`src/common/hmrt_pkg.sv`:
```
// shared constants and types of the host mac filter and retry block
`default_nettype none
package hmrt_pkg;
   // ----------------------------------------------------------------
   // register indices (byte address is four times the index)
   // ----------------------------------------------------------------
   localparam logic [9:0]  IDX_CONTROL    = 10'h001;
   localparam logic [9:0]  IDX_ADDR_HIGH  = 10'h002;
   localparam logic [9:0]  IDX_ADDR_LOW   = 10'h003;
   localparam logic [9:0]  IDX_HASH_HIGH  = 10'h004;
   localparam logic [9:0]  IDX_HASH_LOW   = 10'h005;
   localparam logic [9:0]  IDX_WAKEUP     = 10'h00c;
   localparam logic [9:0]  IDX_TX_STATUS  = 10'h010;
   localparam int unsigned PADDR_W        = 12;
   localparam int unsigned DATA_W         = 32;
   // ----------------------------------------------------------------
   // control fields, reset values, wakeup and tx status bits
   // ----------------------------------------------------------------
   localparam int unsigned BIT_PASS_BAD   = 16;
   localparam int unsigned BIT_HASH_ONLY  = 15;
   localparam int unsigned BIT_HASH_PERF  = 13;
   localparam int unsigned BIT_BROADCAST_DISABLE_DIS  = 11;
   localparam int unsigned BIT_RETRY_DIS  = 10;
   localparam int unsigned BIT_PAD_STRIP  = 8;
   localparam logic [31:0] CONTROL_MASK   = 32'h0001_ad00;
   localparam logic [31:0] CONTROL_RESET  = 32'h0000_0000;
   localparam int unsigned BIT_WAKE_EN    = 0;
   localparam int unsigned BIT_RETRY_ERR  = 0;
   // ----------------------------------------------------------------
   // frame layout and counts
   // ----------------------------------------------------------------
   localparam logic [2:0]  DA_LAST_IDX    = 3'h5;
   localparam logic [10:0] LEN_HI_IDX     = 11'h00c;
   localparam logic [10:0] LEN_LO_IDX     = 11'h00d;
   localparam logic [15:0] MIN_LEN        = 16'h002e;
   localparam logic [4:0]  MAX_ATTEMPTS   = 5'h10;
   localparam logic [47:0] BROADCAST_DISABLE_ADDR     = 48'hffff_ffff_ffff;
   localparam logic [31:0] CRC_POLY       = 32'h04c1_1db7;
   localparam int unsigned FIFO_WIDTH     = 10;
   localparam int unsigned FIFO_DEPTH     = 4;
   localparam int unsigned FIFO_CW        = 3;
   localparam logic [2:0]  FIFO_SPACE_LIM = 3'h2;

   typedef enum logic [3:0] {
      RX_COLLECT = 4'b0001,
      RX_REPLAY  = 4'b0010,
      RX_PASS    = 4'b0100,
      RX_DROP    = 4'b1000
   } hmrt_rx_state_type;
endpackage
`default_nettype wire

```
`src/common/hmrt_fifo_if.sv`:
```
// interface between the receive path and its byte fifo
`default_nettype none
interface hmrt_fifo_if #(parameter int unsigned WIDTH = 10,
                         parameter int unsigned CW    = 3);
   logic [WIDTH-1:0] in_data;
   logic             in_valid;
   logic             in_ready;
   logic [WIDTH-1:0] out_data;
   logic             out_valid;
   logic             out_ready;
   logic [CW-1:0]    count;
   modport fifo (input in_data, in_valid, out_ready,
                 output in_ready, out_data, out_valid, count);
   modport user (output in_data, in_valid, out_ready,
                 input in_ready, out_data, out_valid, count);
endinterface
`default_nettype wire

```
`src/hmrt_fifo.sv`:
```
// small flip-flop fifo with valid and ready on both sides
`default_nettype none
module hmrt_fifo #(
   parameter int unsigned WIDTH = 10,
   parameter int unsigned DEPTH = 4,
   parameter int unsigned CW    = 3
) (
   input wire logic clk,
   input wire logic rst_n,
   hmrt_fifo_if.fifo bus
);
   localparam int unsigned PW = $clog2(DEPTH);

   logic [WIDTH-1:0] mem      [DEPTH];
   logic [WIDTH-1:0] next_mem [DEPTH];
   logic [PW-1:0]    wp;
   logic [PW-1:0]    rp;
   logic [PW-1:0]    next_wp;
   logic [PW-1:0]    next_rp;
   logic [CW-1:0]    cnt;
   logic [CW-1:0]    next_cnt;
   logic             push;
   logic             pop;

   function automatic logic [PW-1:0] bump(input logic [PW-1:0] p);
      return (p == PW'(DEPTH - 1)) ? '0 : p + PW'(1);
   endfunction

   assign bus.in_ready  = (cnt != CW'(DEPTH));
   assign bus.out_valid = (cnt != '0);
   assign bus.out_data  = mem[rp];
   assign bus.count     = cnt;

   always_comb begin
      push     = bus.in_valid & bus.in_ready;
      pop      = bus.out_valid & bus.out_ready;
      next_mem = mem;
      next_wp  = wp;
      next_rp  = rp;
      next_cnt = cnt;
      if (push) begin
         next_mem[wp] = bus.in_data;
         next_wp      = bump(wp);
      end
      if (pop) begin
         next_rp = bump(rp);
      end
      if (push && !pop) begin
         next_cnt = cnt + CW'(1);
      end else if (pop && !push) begin
         next_cnt = cnt - CW'(1);
      end
   end

   always_ff @(posedge clk or negedge rst_n) begin
      if (!rst_n) begin
         for (int i = 0; i < DEPTH; i++) begin
            mem[i] <= '0;
         end
         wp  <= '0;
         rp  <= '0;
         cnt <= '0;
      end else begin
         mem <= next_mem;
         wp  <= next_wp;
         rp  <= next_rp;
         cnt <= next_cnt;
      end
   end
endmodule
`default_nettype wire

```
`src/hmrt_mac_ctrl.sv`:
```
// host mac receive filter, pad strip and transmit retry control
//
// Chosen here: the register addresses and the APB slave port.
`default_nettype none
module hmrt_mac_ctrl
   import hmrt_pkg::*;
(
   input  wire logic                         MCLK,
   input  wire logic                         RST_N,
   input  wire logic                         PSEL,
   input  wire logic                         PENABLE,
   input  wire logic                         PWRITE,
   input  wire logic [hmrt_pkg::PADDR_W-1:0] PADDR,
   input  wire logic [hmrt_pkg::DATA_W-1:0]  PWDATA,
   output logic      [hmrt_pkg::DATA_W-1:0]  PRDATA,
   output logic                              PREADY,
   output logic                              PSLVERR,
   input  wire logic                         RX_VALID,
   output logic                              RX_READY,
   input  wire logic [7:0]                   RX_DATA,
   input  wire logic                         RX_LAST,
   input  wire logic                         RX_BAD,
   output logic                              RXO_VALID,
   input  wire logic                         RXO_READY,
   output logic      [7:0]                   RXO_DATA,
   output logic                              RXO_LAST,
   output logic                              RXO_ABORT,
   output logic                              WAKE,
   input  wire logic                         TX_ATTEMPT_END,
   input  wire logic                         TX_COLLIDED,
   output logic                              TX_RETRY,
   output logic                              TX_NEXT,
   output logic                              TX_RETRY_ERR
);
   import hmrt_pkg::*;

   // ----------------------------------------------------------------
   // reset release
   // ----------------------------------------------------------------
   logic rst_meta;
   logic rst_n;

   always_ff @(posedge MCLK or negedge RST_N) begin
      if (!RST_N) begin
         rst_meta <= 1'b0;
         rst_n    <= 1'b0;
      end else begin
         rst_meta <= 1'b1;
         rst_n    <= rst_meta;
      end
   end

   // ----------------------------------------------------------------
   // register file over apb
   // ----------------------------------------------------------------
   logic [31:0] control;
   logic [15:0] addr_high;
   logic [31:0] addr_low;
   logic [31:0] hash_high;
   logic [31:0] hash_low;
   logic        wake_en;
   logic [31:0] next_control;
   logic [15:0] next_addr_high;
   logic [31:0] next_addr_low;
   logic [31:0] next_hash_high;
   logic [31:0] next_hash_low;
   logic        next_wake_en;
   logic [31:0] next_prdata;
   logic        next_pready;
   logic        next_pslverr;
   logic        wr_en;
   logic        err_clear;
   logic [4:0]  attempts;
   logic [9:0]  idx;

   function automatic logic addr_ok(input logic [PADDR_W-1:0] a);
      logic [9:0] i;
      i = a[PADDR_W-1:2];
      return (a[1:0] == 2'h0) &&
             (i == IDX_CONTROL || i == IDX_ADDR_HIGH ||
              i == IDX_ADDR_LOW || i == IDX_HASH_HIGH ||
              i == IDX_HASH_LOW || i == IDX_WAKEUP ||
              i == IDX_TX_STATUS);
   endfunction

   always_comb begin
      idx            = PADDR[PADDR_W-1:2];
      wr_en          = PSEL & PENABLE & PREADY & PWRITE & addr_ok(PADDR);
      next_control   = control;
      next_addr_high = addr_high;
      next_addr_low  = addr_low;
      next_hash_high = hash_high;
      next_hash_low  = hash_low;
      next_wake_en   = wake_en;
      err_clear      = 1'b0;
      if (wr_en) begin
         unique case (idx)
            IDX_CONTROL:   next_control   = PWDATA & CONTROL_MASK;
            IDX_ADDR_HIGH: next_addr_high = PWDATA[15:0];
            IDX_ADDR_LOW:  next_addr_low  = PWDATA;
            IDX_HASH_HIGH: next_hash_high = PWDATA;
            IDX_HASH_LOW:  next_hash_low  = PWDATA;
            IDX_WAKEUP:    next_wake_en   = PWDATA[BIT_WAKE_EN];
            default:       err_clear      = PWDATA[BIT_RETRY_ERR];
         endcase
      end
      // answer in the access cycle right after setup
      next_pready  = PSEL & ~PENABLE;
      next_pslverr = PSEL & ~PENABLE & ~addr_ok(PADDR);
      next_prdata  = PRDATA;
      if (PSEL && !PENABLE) begin
         next_prdata = 32'h0000_0000;
         if (addr_ok(PADDR)) begin
            unique case (idx)
               IDX_CONTROL:   next_prdata = control;
               IDX_ADDR_HIGH: next_prdata = {16'h0000, addr_high};
               IDX_ADDR_LOW:  next_prdata = addr_low;
               IDX_HASH_HIGH: next_prdata = hash_high;
               IDX_HASH_LOW:  next_prdata = hash_low;
               IDX_WAKEUP:    next_prdata = {31'h0, wake_en};
               default:       next_prdata = {26'h0, attempts,
                                             TX_RETRY_ERR};
            endcase
         end
      end
   end

   always_ff @(posedge MCLK or negedge rst_n) begin
      if (!rst_n) begin
         control   <= CONTROL_RESET;
         addr_high <= 16'h0000;
         addr_low  <= 32'h0000_0000;
         hash_high <= 32'h0000_0000;
         hash_low  <= 32'h0000_0000;
         wake_en   <= 1'b0;
         PRDATA    <= 32'h0000_0000;
         PREADY    <= 1'b0;
         PSLVERR   <= 1'b0;
      end else begin
         control   <= next_control;
         addr_high <= next_addr_high;
         addr_low  <= next_addr_low;
         hash_high <= next_hash_high;
         hash_low  <= next_hash_low;
         wake_en   <= next_wake_en;
         PRDATA    <= next_prdata;
         PREADY    <= next_pready;
         PSLVERR   <= next_pslverr;
      end
   end

   // ----------------------------------------------------------------
   // receive filter and pad strip
   // ----------------------------------------------------------------
   hmrt_fifo_if #(.WIDTH(FIFO_WIDTH), .CW(FIFO_CW)) fq ();

   hmrt_fifo #(.WIDTH(FIFO_WIDTH), .DEPTH(FIFO_DEPTH), .CW(FIFO_CW)) u_fifo (
      .clk   (MCLK),
      .rst_n (rst_n),
      .bus   (fq.fifo)
   );

   hmrt_rx_state_type state;
   hmrt_rx_state_type next_state;
   logic [7:0]  da_buf      [6];
   logic [7:0]  next_da_buf [6];
   logic [2:0]  cidx;
   logic [2:0]  next_cidx;
   logic [10:0] cnt;
   logic [10:0] next_cnt;
   logic [15:0] len;
   logic [15:0] next_len;
   logic [15:0] len_eff;
   logic        hold_last;
   logic        hold_bad;
   logic        next_hold_last;
   logic        next_hold_bad;
   logic        next_rx_ready;
   logic        next_wake;
   logic        fire;
   logic        decide;
   logic        cut;
   logic        accept;
   logic        hash_hit;
   logic        perfect_hit;
   logic        is_broadcast_disable;
   logic [47:0] da_now;
   logic [5:0]  hidx;
   logic        next_o_valid;
   logic [9:0]  next_o_word;

   function automatic logic [5:0] hash_index(input logic [47:0] da);
      logic [31:0] c;
      c = 32'hffff_ffff;
      for (int i = 0; i < 48; i++) begin
         if (c[31] ^ da[i]) begin
            c = {c[30:0], 1'b0} ^ CRC_POLY;
         end else begin
            c = {c[30:0], 1'b0};
         end
      end
      return c[31:26];
   endfunction

   assign fq.out_ready = ~RXO_VALID | RXO_READY;

   always_comb begin
      fire        = RX_VALID & RX_READY;
      da_now      = {RX_DATA, da_buf[4], da_buf[3], da_buf[2],
                     da_buf[1], da_buf[0]};
      decide      = (state == RX_COLLECT) && fire && (cidx == DA_LAST_IDX);
      is_broadcast_disable    = (da_now == BROADCAST_DISABLE_ADDR);
      hidx        = hash_index(da_now);
      hash_hit    = hidx[5] ? hash_high[hidx[4:0]] : hash_low[hidx[4:0]];
      perfect_hit = (da_now == {addr_high, addr_low});
      if (is_broadcast_disable) begin
         accept = ~control[BIT_BROADCAST_DISABLE_DIS];
      end else if (da_now[0]) begin
         accept = (control[BIT_HASH_PERF] | control[BIT_HASH_ONLY]) ?
                  hash_hit : perfect_hit;
      end else begin
         accept = control[BIT_HASH_ONLY] ? hash_hit : perfect_hit;
      end
      len_eff = (cnt == LEN_LO_IDX) ? {len[15:8], RX_DATA} : len;
      cut = control[BIT_PAD_STRIP] && (cnt >= LEN_LO_IDX) &&
            (len_eff < MIN_LEN) &&
            (17'(cnt) == 17'(len_eff) + 17'(LEN_LO_IDX));
      next_state     = state;
      next_da_buf    = da_buf;
      next_cidx      = cidx;
      next_cnt       = cnt;
      next_len       = len;
      next_hold_last = hold_last;
      next_hold_bad  = hold_bad;
      next_wake      = decide & is_broadcast_disable & wake_en;
      fq.in_valid    = 1'b0;
      fq.in_data     = '0;
      unique case (state)
         RX_COLLECT: if (fire) begin
            next_da_buf[cidx] = RX_DATA;
            next_cidx         = cidx + 3'h1;
            if (decide) begin
               next_cidx      = 3'h0;
               next_hold_last = RX_LAST;
               next_hold_bad  = RX_BAD;
               next_state     = accept ? RX_REPLAY :
                                (RX_LAST ? RX_COLLECT : RX_DROP);
            end else if (RX_LAST) begin
               next_cidx = 3'h0; // too short to filter: dropped
            end
         end
         RX_REPLAY: begin
            fq.in_valid = 1'b1;
            fq.in_data  = {(cidx == DA_LAST_IDX) & hold_last & hold_bad &
                           ~control[BIT_PASS_BAD],
                           (cidx == DA_LAST_IDX) & hold_last, da_buf[cidx]};
            if (fq.in_ready) begin
               next_cnt  = cnt + 11'h1;
               next_cidx = cidx + 3'h1;
               if (cidx == DA_LAST_IDX) begin
                  next_cidx  = 3'h0;
                  next_state = hold_last ? RX_COLLECT : RX_PASS;
               end
            end
         end
         RX_PASS: if (fire) begin
            // space is guaranteed by the registered ready
            fq.in_valid = 1'b1;
            fq.in_data  = {RX_LAST & RX_BAD & ~control[BIT_PASS_BAD],
                           RX_LAST | cut, RX_DATA};
            next_cnt    = cnt + 11'h1;
            if (cnt == LEN_HI_IDX) begin
               next_len[15:8] = RX_DATA;
            end
            if (cnt == LEN_LO_IDX) begin
               next_len[7:0] = RX_DATA;
            end
            if (RX_LAST) begin
               next_state = RX_COLLECT;
            end else if (cut) begin
               next_state = RX_DROP;
            end
         end
         RX_DROP: if (fire && RX_LAST) begin
            next_state = RX_COLLECT;
         end
      endcase
      if (next_state == RX_COLLECT && state != RX_COLLECT) begin
         next_cnt = 11'h000;
         next_len = 16'h0000;
      end
      next_rx_ready = (next_state != RX_REPLAY) &&
                      (fq.count <= FIFO_SPACE_LIM);
      next_o_valid  = RXO_VALID;
      next_o_word   = {RXO_ABORT, RXO_LAST, RXO_DATA};
      if (fq.out_ready) begin
         next_o_valid = fq.out_valid;
         next_o_word  = fq.out_data;
      end
   end

   always_ff @(posedge MCLK or negedge rst_n) begin
      if (!rst_n) begin
         state     <= RX_COLLECT;
         for (int i = 0; i < 6; i++) begin
            da_buf[i] <= 8'h00;
         end
         cidx      <= 3'h0;
         cnt       <= 11'h000;
         len       <= 16'h0000;
         hold_last <= 1'b0;
         hold_bad  <= 1'b0;
         RX_READY  <= 1'b0;
         WAKE      <= 1'b0;
         RXO_VALID <= 1'b0;
         RXO_ABORT <= 1'b0;
         RXO_LAST  <= 1'b0;
         RXO_DATA  <= 8'h00;
      end else begin
         state     <= next_state;
         da_buf    <= next_da_buf;
         cidx      <= next_cidx;
         cnt       <= next_cnt;
         len       <= next_len;
         hold_last <= next_hold_last;
         hold_bad  <= next_hold_bad;
         RX_READY  <= next_rx_ready;
         WAKE      <= next_wake;
         RXO_VALID <= next_o_valid;
         {RXO_ABORT, RXO_LAST, RXO_DATA} <= next_o_word;
      end
   end

   // ----------------------------------------------------------------
   // transmit retry
   // ----------------------------------------------------------------
   logic [4:0] next_attempts;
   logic       next_tx_retry;
   logic       next_tx_next;
   logic       next_retry_err;

   always_comb begin
      next_attempts  = attempts;
      next_tx_retry  = 1'b0;
      next_tx_next   = 1'b0;
      next_retry_err = TX_RETRY_ERR & ~err_clear;
      if (TX_ATTEMPT_END) begin
         if (!TX_COLLIDED) begin
            next_tx_next  = 1'b1;
            next_attempts = 5'h00;
         end else if (control[BIT_RETRY_DIS] ||
                      attempts == MAX_ATTEMPTS - 5'h1) begin
            next_tx_next   = 1'b1;
            next_retry_err = 1'b1; // set wins over a clear
            next_attempts  = 5'h00;
         end else begin
            next_tx_retry = 1'b1;
            next_attempts = attempts + 5'h01;
         end
      end
   end

   always_ff @(posedge MCLK or negedge rst_n) begin
      if (!rst_n) begin
         attempts     <= 5'h00;
         TX_RETRY     <= 1'b0;
         TX_NEXT      <= 1'b0;
         TX_RETRY_ERR <= 1'b0;
      end else begin
         attempts     <= next_attempts;
         TX_RETRY     <= next_tx_retry;
         TX_NEXT      <= next_tx_next;
         TX_RETRY_ERR <= next_retry_err;
      end
   end
endmodule
`default_nettype wire

```
`config.mk`:
```
export PLATFORM = sky130hd
export DESIGN_NAME = hmrt_mac_ctrl
export DESIGN_NICKNAME = d
export VERILOG_FILES = /design/src/common/hmrt_pkg.sv /design/src/common/hmrt_fifo_if.sv /design/src/hmrt_fifo.sv /design/src/hmrt_mac_ctrl.sv
export SDC_FILE = /design/constraint.sdc
export NUM_CORES = 1
export LEC_CHECK = 0
export BUFFER_PORTS_ARGS = -buffer_cell sky130_fd_sc_hd__buf_2
export CAP_MARGIN = 20
export CORE_MARGIN = 8
export CORE_UTILIZATION = 30
export DETAILED_ROUTE_END_ITERATION = 6
export HOLD_SLACK_MARGIN = 0.06
export PLACE_DENSITY = 0.44
export SYNTH_ARGS = -nofsm -noshare
export SYNTH_HDL_FRONTEND = slang
export SYNTH_HIERARCHICAL = 1
export SYNTH_SLANG_ARGS = --single-unit
export TNS_END_PERCENT = 1
```
`constraint.sdc`:
```
create_clock -name MCLK -period 17.4 [get_ports MCLK]
set_input_delay 3.48 -clock MCLK [delete_from_list [all_inputs] [get_ports MCLK]]
set_output_delay 3.48 -clock MCLK [all_outputs]
set_load 0.01 [all_outputs]
```
==> impl_metrics.json <==
{
  "worstSetupEndpointType": "flip-flop",
  "drive_gt1_share_pct": 29.2,
  "seq_area_frac_synth_pct": 42.9,
  "setup_tns_ps": 0,
  "nets": 1658,
  "grt_overflow": 0,
  "routed_wirelength_um": 58400,
  "vias": 12300,
  "synth_nets": 1572,
  "path_class": "primary input to flip-flop",
  "hp-class": "flip-flop to async pin",
  "worst_slew_pin_slew_ps": 993,
  "power.switching_uw": 384,
  "worst_clock_skew_ps": 11.0,
  "postCtsSetupBuffers": 0,
  "yosysTopAreaCellShare_pct": 42.8,
  "diodes": 0,
  "antenna_left": 0,
  "p_comb_share_pct": 5.5,
  "die_y_um": 260,
  "synth_xor_area_share_pct": 17.7,
  "dieArea_um2": 67800,
  "critPathLaunchType": "primary input",
  "numCtsBuffers": 38,
  "period_minus_slack_ps": 7750,
  "wire_per_inst_um": 24.6,
  "vdd_drop_max_uv": 56.1,
  "gp_congestion": 0.850,
  "grt_max_degree": 166,
  "clock-sinks": 307,
  "ys_ff_latch": 307,
  "hold-worst-slack_ps": 315,
  "antenna_found_initial": 5,
  "drc_errors": 0,
  "setup_viol": 0,
  "status": "completed",
  "via_per_inst": 5.19,
  "internal_power_mw": 1.24,
  "post_cts_resized": 0,
  "fin_ws_ps": 9650,
  "syn-cell-area_um2": 17900,
  "crit-reg2reg-launch": "da_buf[45]",
  "syn_area_per_cell_um2": 12.0,
  "grt_busiest_layer": "met2",
  "grt_pass1_wl_um": 87800,
  "die_w_um": 260,
  "yosys_warnings": 6,
  "use_met3_pct": 2.97,
  "cap_violations": 0,
  "grt.total_usage_pct": 17.2,
  "synth_top_cells_by_area": "dfrtp_1, mux2_2, xnor2_1, xnor3_1, mux2i_1",
  "dp_slack_ps": 9070,
  "clk-insertion-delay-late_ps": 560,
  "start_util_pct": 30.3,
  "first_pass_iters": 6,
  "synth_common_cells": "dfrtp_1, mux2_2, xnor2_1",
  "synth-compound-area-share_pct": 6.71,
  "async_reset_ff_share_pct": 100,
  "row_count": 89,
  "use_met2_pct": 27.9,
  "holdBufCountCts": 0,
  "power.density_nw_per_um2": 79.2,
  "synth_top_flop_cell": "dfrtp_1",
  "synth_top_family_by_area": "multiplexers",
  "clockBufferDepth": 3,
  "rr_worst_depth": 16,
  "cts_tree": "done",
  "rsz0062_at_grt": "false",
  "synthAdderAreaFrac_pct": 1.30,
  "yosysMostFrequentCell": "dfrtp_1",
  "required_ps": 17840,
  "synthMuxAreaShare_pct": 21.4,
  "drv_slew": 0,
  "core_area_um2": 59000,
  "ys_types": 70,
  "clk_pin_slew_ps": 60,
  "yosys.area_share.simple_pct": 7.50,
  "dp.final_hpwl_um": 41700,
  "relSlewSlack_pct": 33.8,
  "finalCritPeriodShare_pct": 44.5,
  "met1_usage_pct": 23.1,
  "area_growth_syn_to_layout_pct": 14.8,
  "crit_start": "RX_DATA[3]",
  "clockRootBuffer": "clkbuf_16",
  "reg2reg_slack_ps": 10230,
  "io-pin-count": 113,
  "arrival_ps": 8190,
  "grt_pass1_vias": 12900,
  "drt_iter0_drc": 986,
  "switching_share_pct": 23.6,
  "synth_edf_count": 0,
  "seqPwrFrac_pct": 44.2,
  "h-tree-depth": 2,
  "syn_inst": 1491,
  "hold_viol": 0,
  "fmax_ghz": 0.129,
  "portBuffers": 112,
  "p_clk_share_pct": 50.3,
  "crit_fanout": 32,
  "r2r_end": "RX_READY",
  "cellLeakagePower_nw": 9.71,
  "yosys.area.top_type": "dfrtp_1"
}
## flip-flops by register name, indices dropped and copies added (netlist names), 2 cells and up
name              cells
hash_high            32
u_fifo/mem           40
PRDATA               32
attempts              5
state                 4
da_buf               48
addr_low             32
len                  16
cidx                  3
RXO_DATA              8
u_fifo/bus.count      3
control               6
addr_high            16
hash_low             32
u_fifo/wp             2
u_fifo/rp             2
cnt                  11
## layout by cell type (no fill, tap or decap), drive strengths merged, types with 4 or more instances in the layout
cell type | synthesis | final
clkbuf | 58 | 56
buf | 26 | 130
nor2b | 4 | 4
a21oi | 30 | 30
or2 | 5 | 5
a222oi | 22 | 22
mux2 | 227 | 227
nor2 | 77 | 77
xnor3 | 44 | 44
ha | 17 | 17
a221o | 5 | 5
clkinv | 0 | 4
nand4 | 26 | 26
and3 | 7 | 7
xor3 | 6 | 6
mux2i | 89 | 89
xnor2 | 149 | 149
nor4 | 24 | 24
o22ai | 13 | 13
nand3 | 21 | 21
a221oi | 7 | 7
o21ai | 59 | 59
inv | 22 | 25
mux4 | 17 | 17
nor3 | 12 | 12
nand2 | 78 | 78
nand2b | 11 | 11
a22o | 15 | 15
dfrtp | 306 | 306
xor2 | 73 | 73
## cell type report
cell class | count | area (um^2)
Tap cell | 773 | 967
Inverter | 22 | 82.6
Multi-Input combinational cell | 1078 | 9820
Clock inverter | 11 | 158
Fill cell | 5931 | 38500
Sequential cell | 307 | 7690
Clock buffer | 56 | 1130
Timing Repair Buffer | 130 | 708
## cells by family after synthesis
kind of cell / Yosys count
buffers and inverters: 106
AND/OR/NAND/NOR: 277
adder cells (fa/ha/maj): 18
XOR/XNOR: 272
multiplexers: 333
AO/OA/AOI/OAI: 177
flip-flops: 307
other: 1
## worst max-delay path by stage
stage | endpoint | slack, ps | depth (start not counted)
floorplan | PRDATA[0] | 8210 | 0
global placement | RX_READY | 9220 | 15
detailed placement | RX_READY | 9070 | 15
CTS | RX_READY | 9670 | 15
global route | RX_READY | 9390 | 15
finish | RX_READY | 9650 | 15
## critical path: stages
cell and delay [ps]:
buf_2 320, xnor2_1 190, xnor2_1 140, xnor3_1 460
xnor2_1 270, xnor2_2 160, xnor2_1 90, xnor3_2 890
mux2i_1 200, a222oi_1 430, a22oi_1 130, a311o_1 410
a211oi_1 580, a21oi_1 110, o31a_1 300
## layer usage
| metal | vias to the layer above | routed length, um |
|---|---|---|
| met2 | 277 | 27600 |
| met5 | - | 48 |
| met1 | 6384 | 26400 |
| met3 | 96 | 2630 |
| met4 | 8 | 1730 |
| li1 | 5563 | - |
## through the flow
step	area [um^2]	std cells	util, %	power, mW
6_report	20500	2377	34.8	1.63
5_1_grt	20500	2377	34.8	1.69
4_1_cts	20500	2377	34.8	1.66
3_5_place_dp	19300	2310	32.6	0.822
3_3_place_gp	19300	2310	32.6	0.822
2_1_floorplan	17900	1491	-	0.788
## power groups by stage
| stage | combinational (mW) | clock (mW) | sequential, mW |
|---|---|---|---|
| 6_report | 0.0890 | 0.819 | 0.719 |
| 5_1_grt | 0.0972 | 0.873 | 0.719 |
| 4_1_cts | 0.0906 | 0.845 | 0.719 |
| 3_5_place_dp | 0.0902 | 0 | 0.732 |
| 3_3_place_gp | 0.0896 | 0 | 0.732 |
| 2_1_floorplan | 0.0476 | 0 | 0.741 |
No activity file was read; power rests on OpenSTA's default activity.
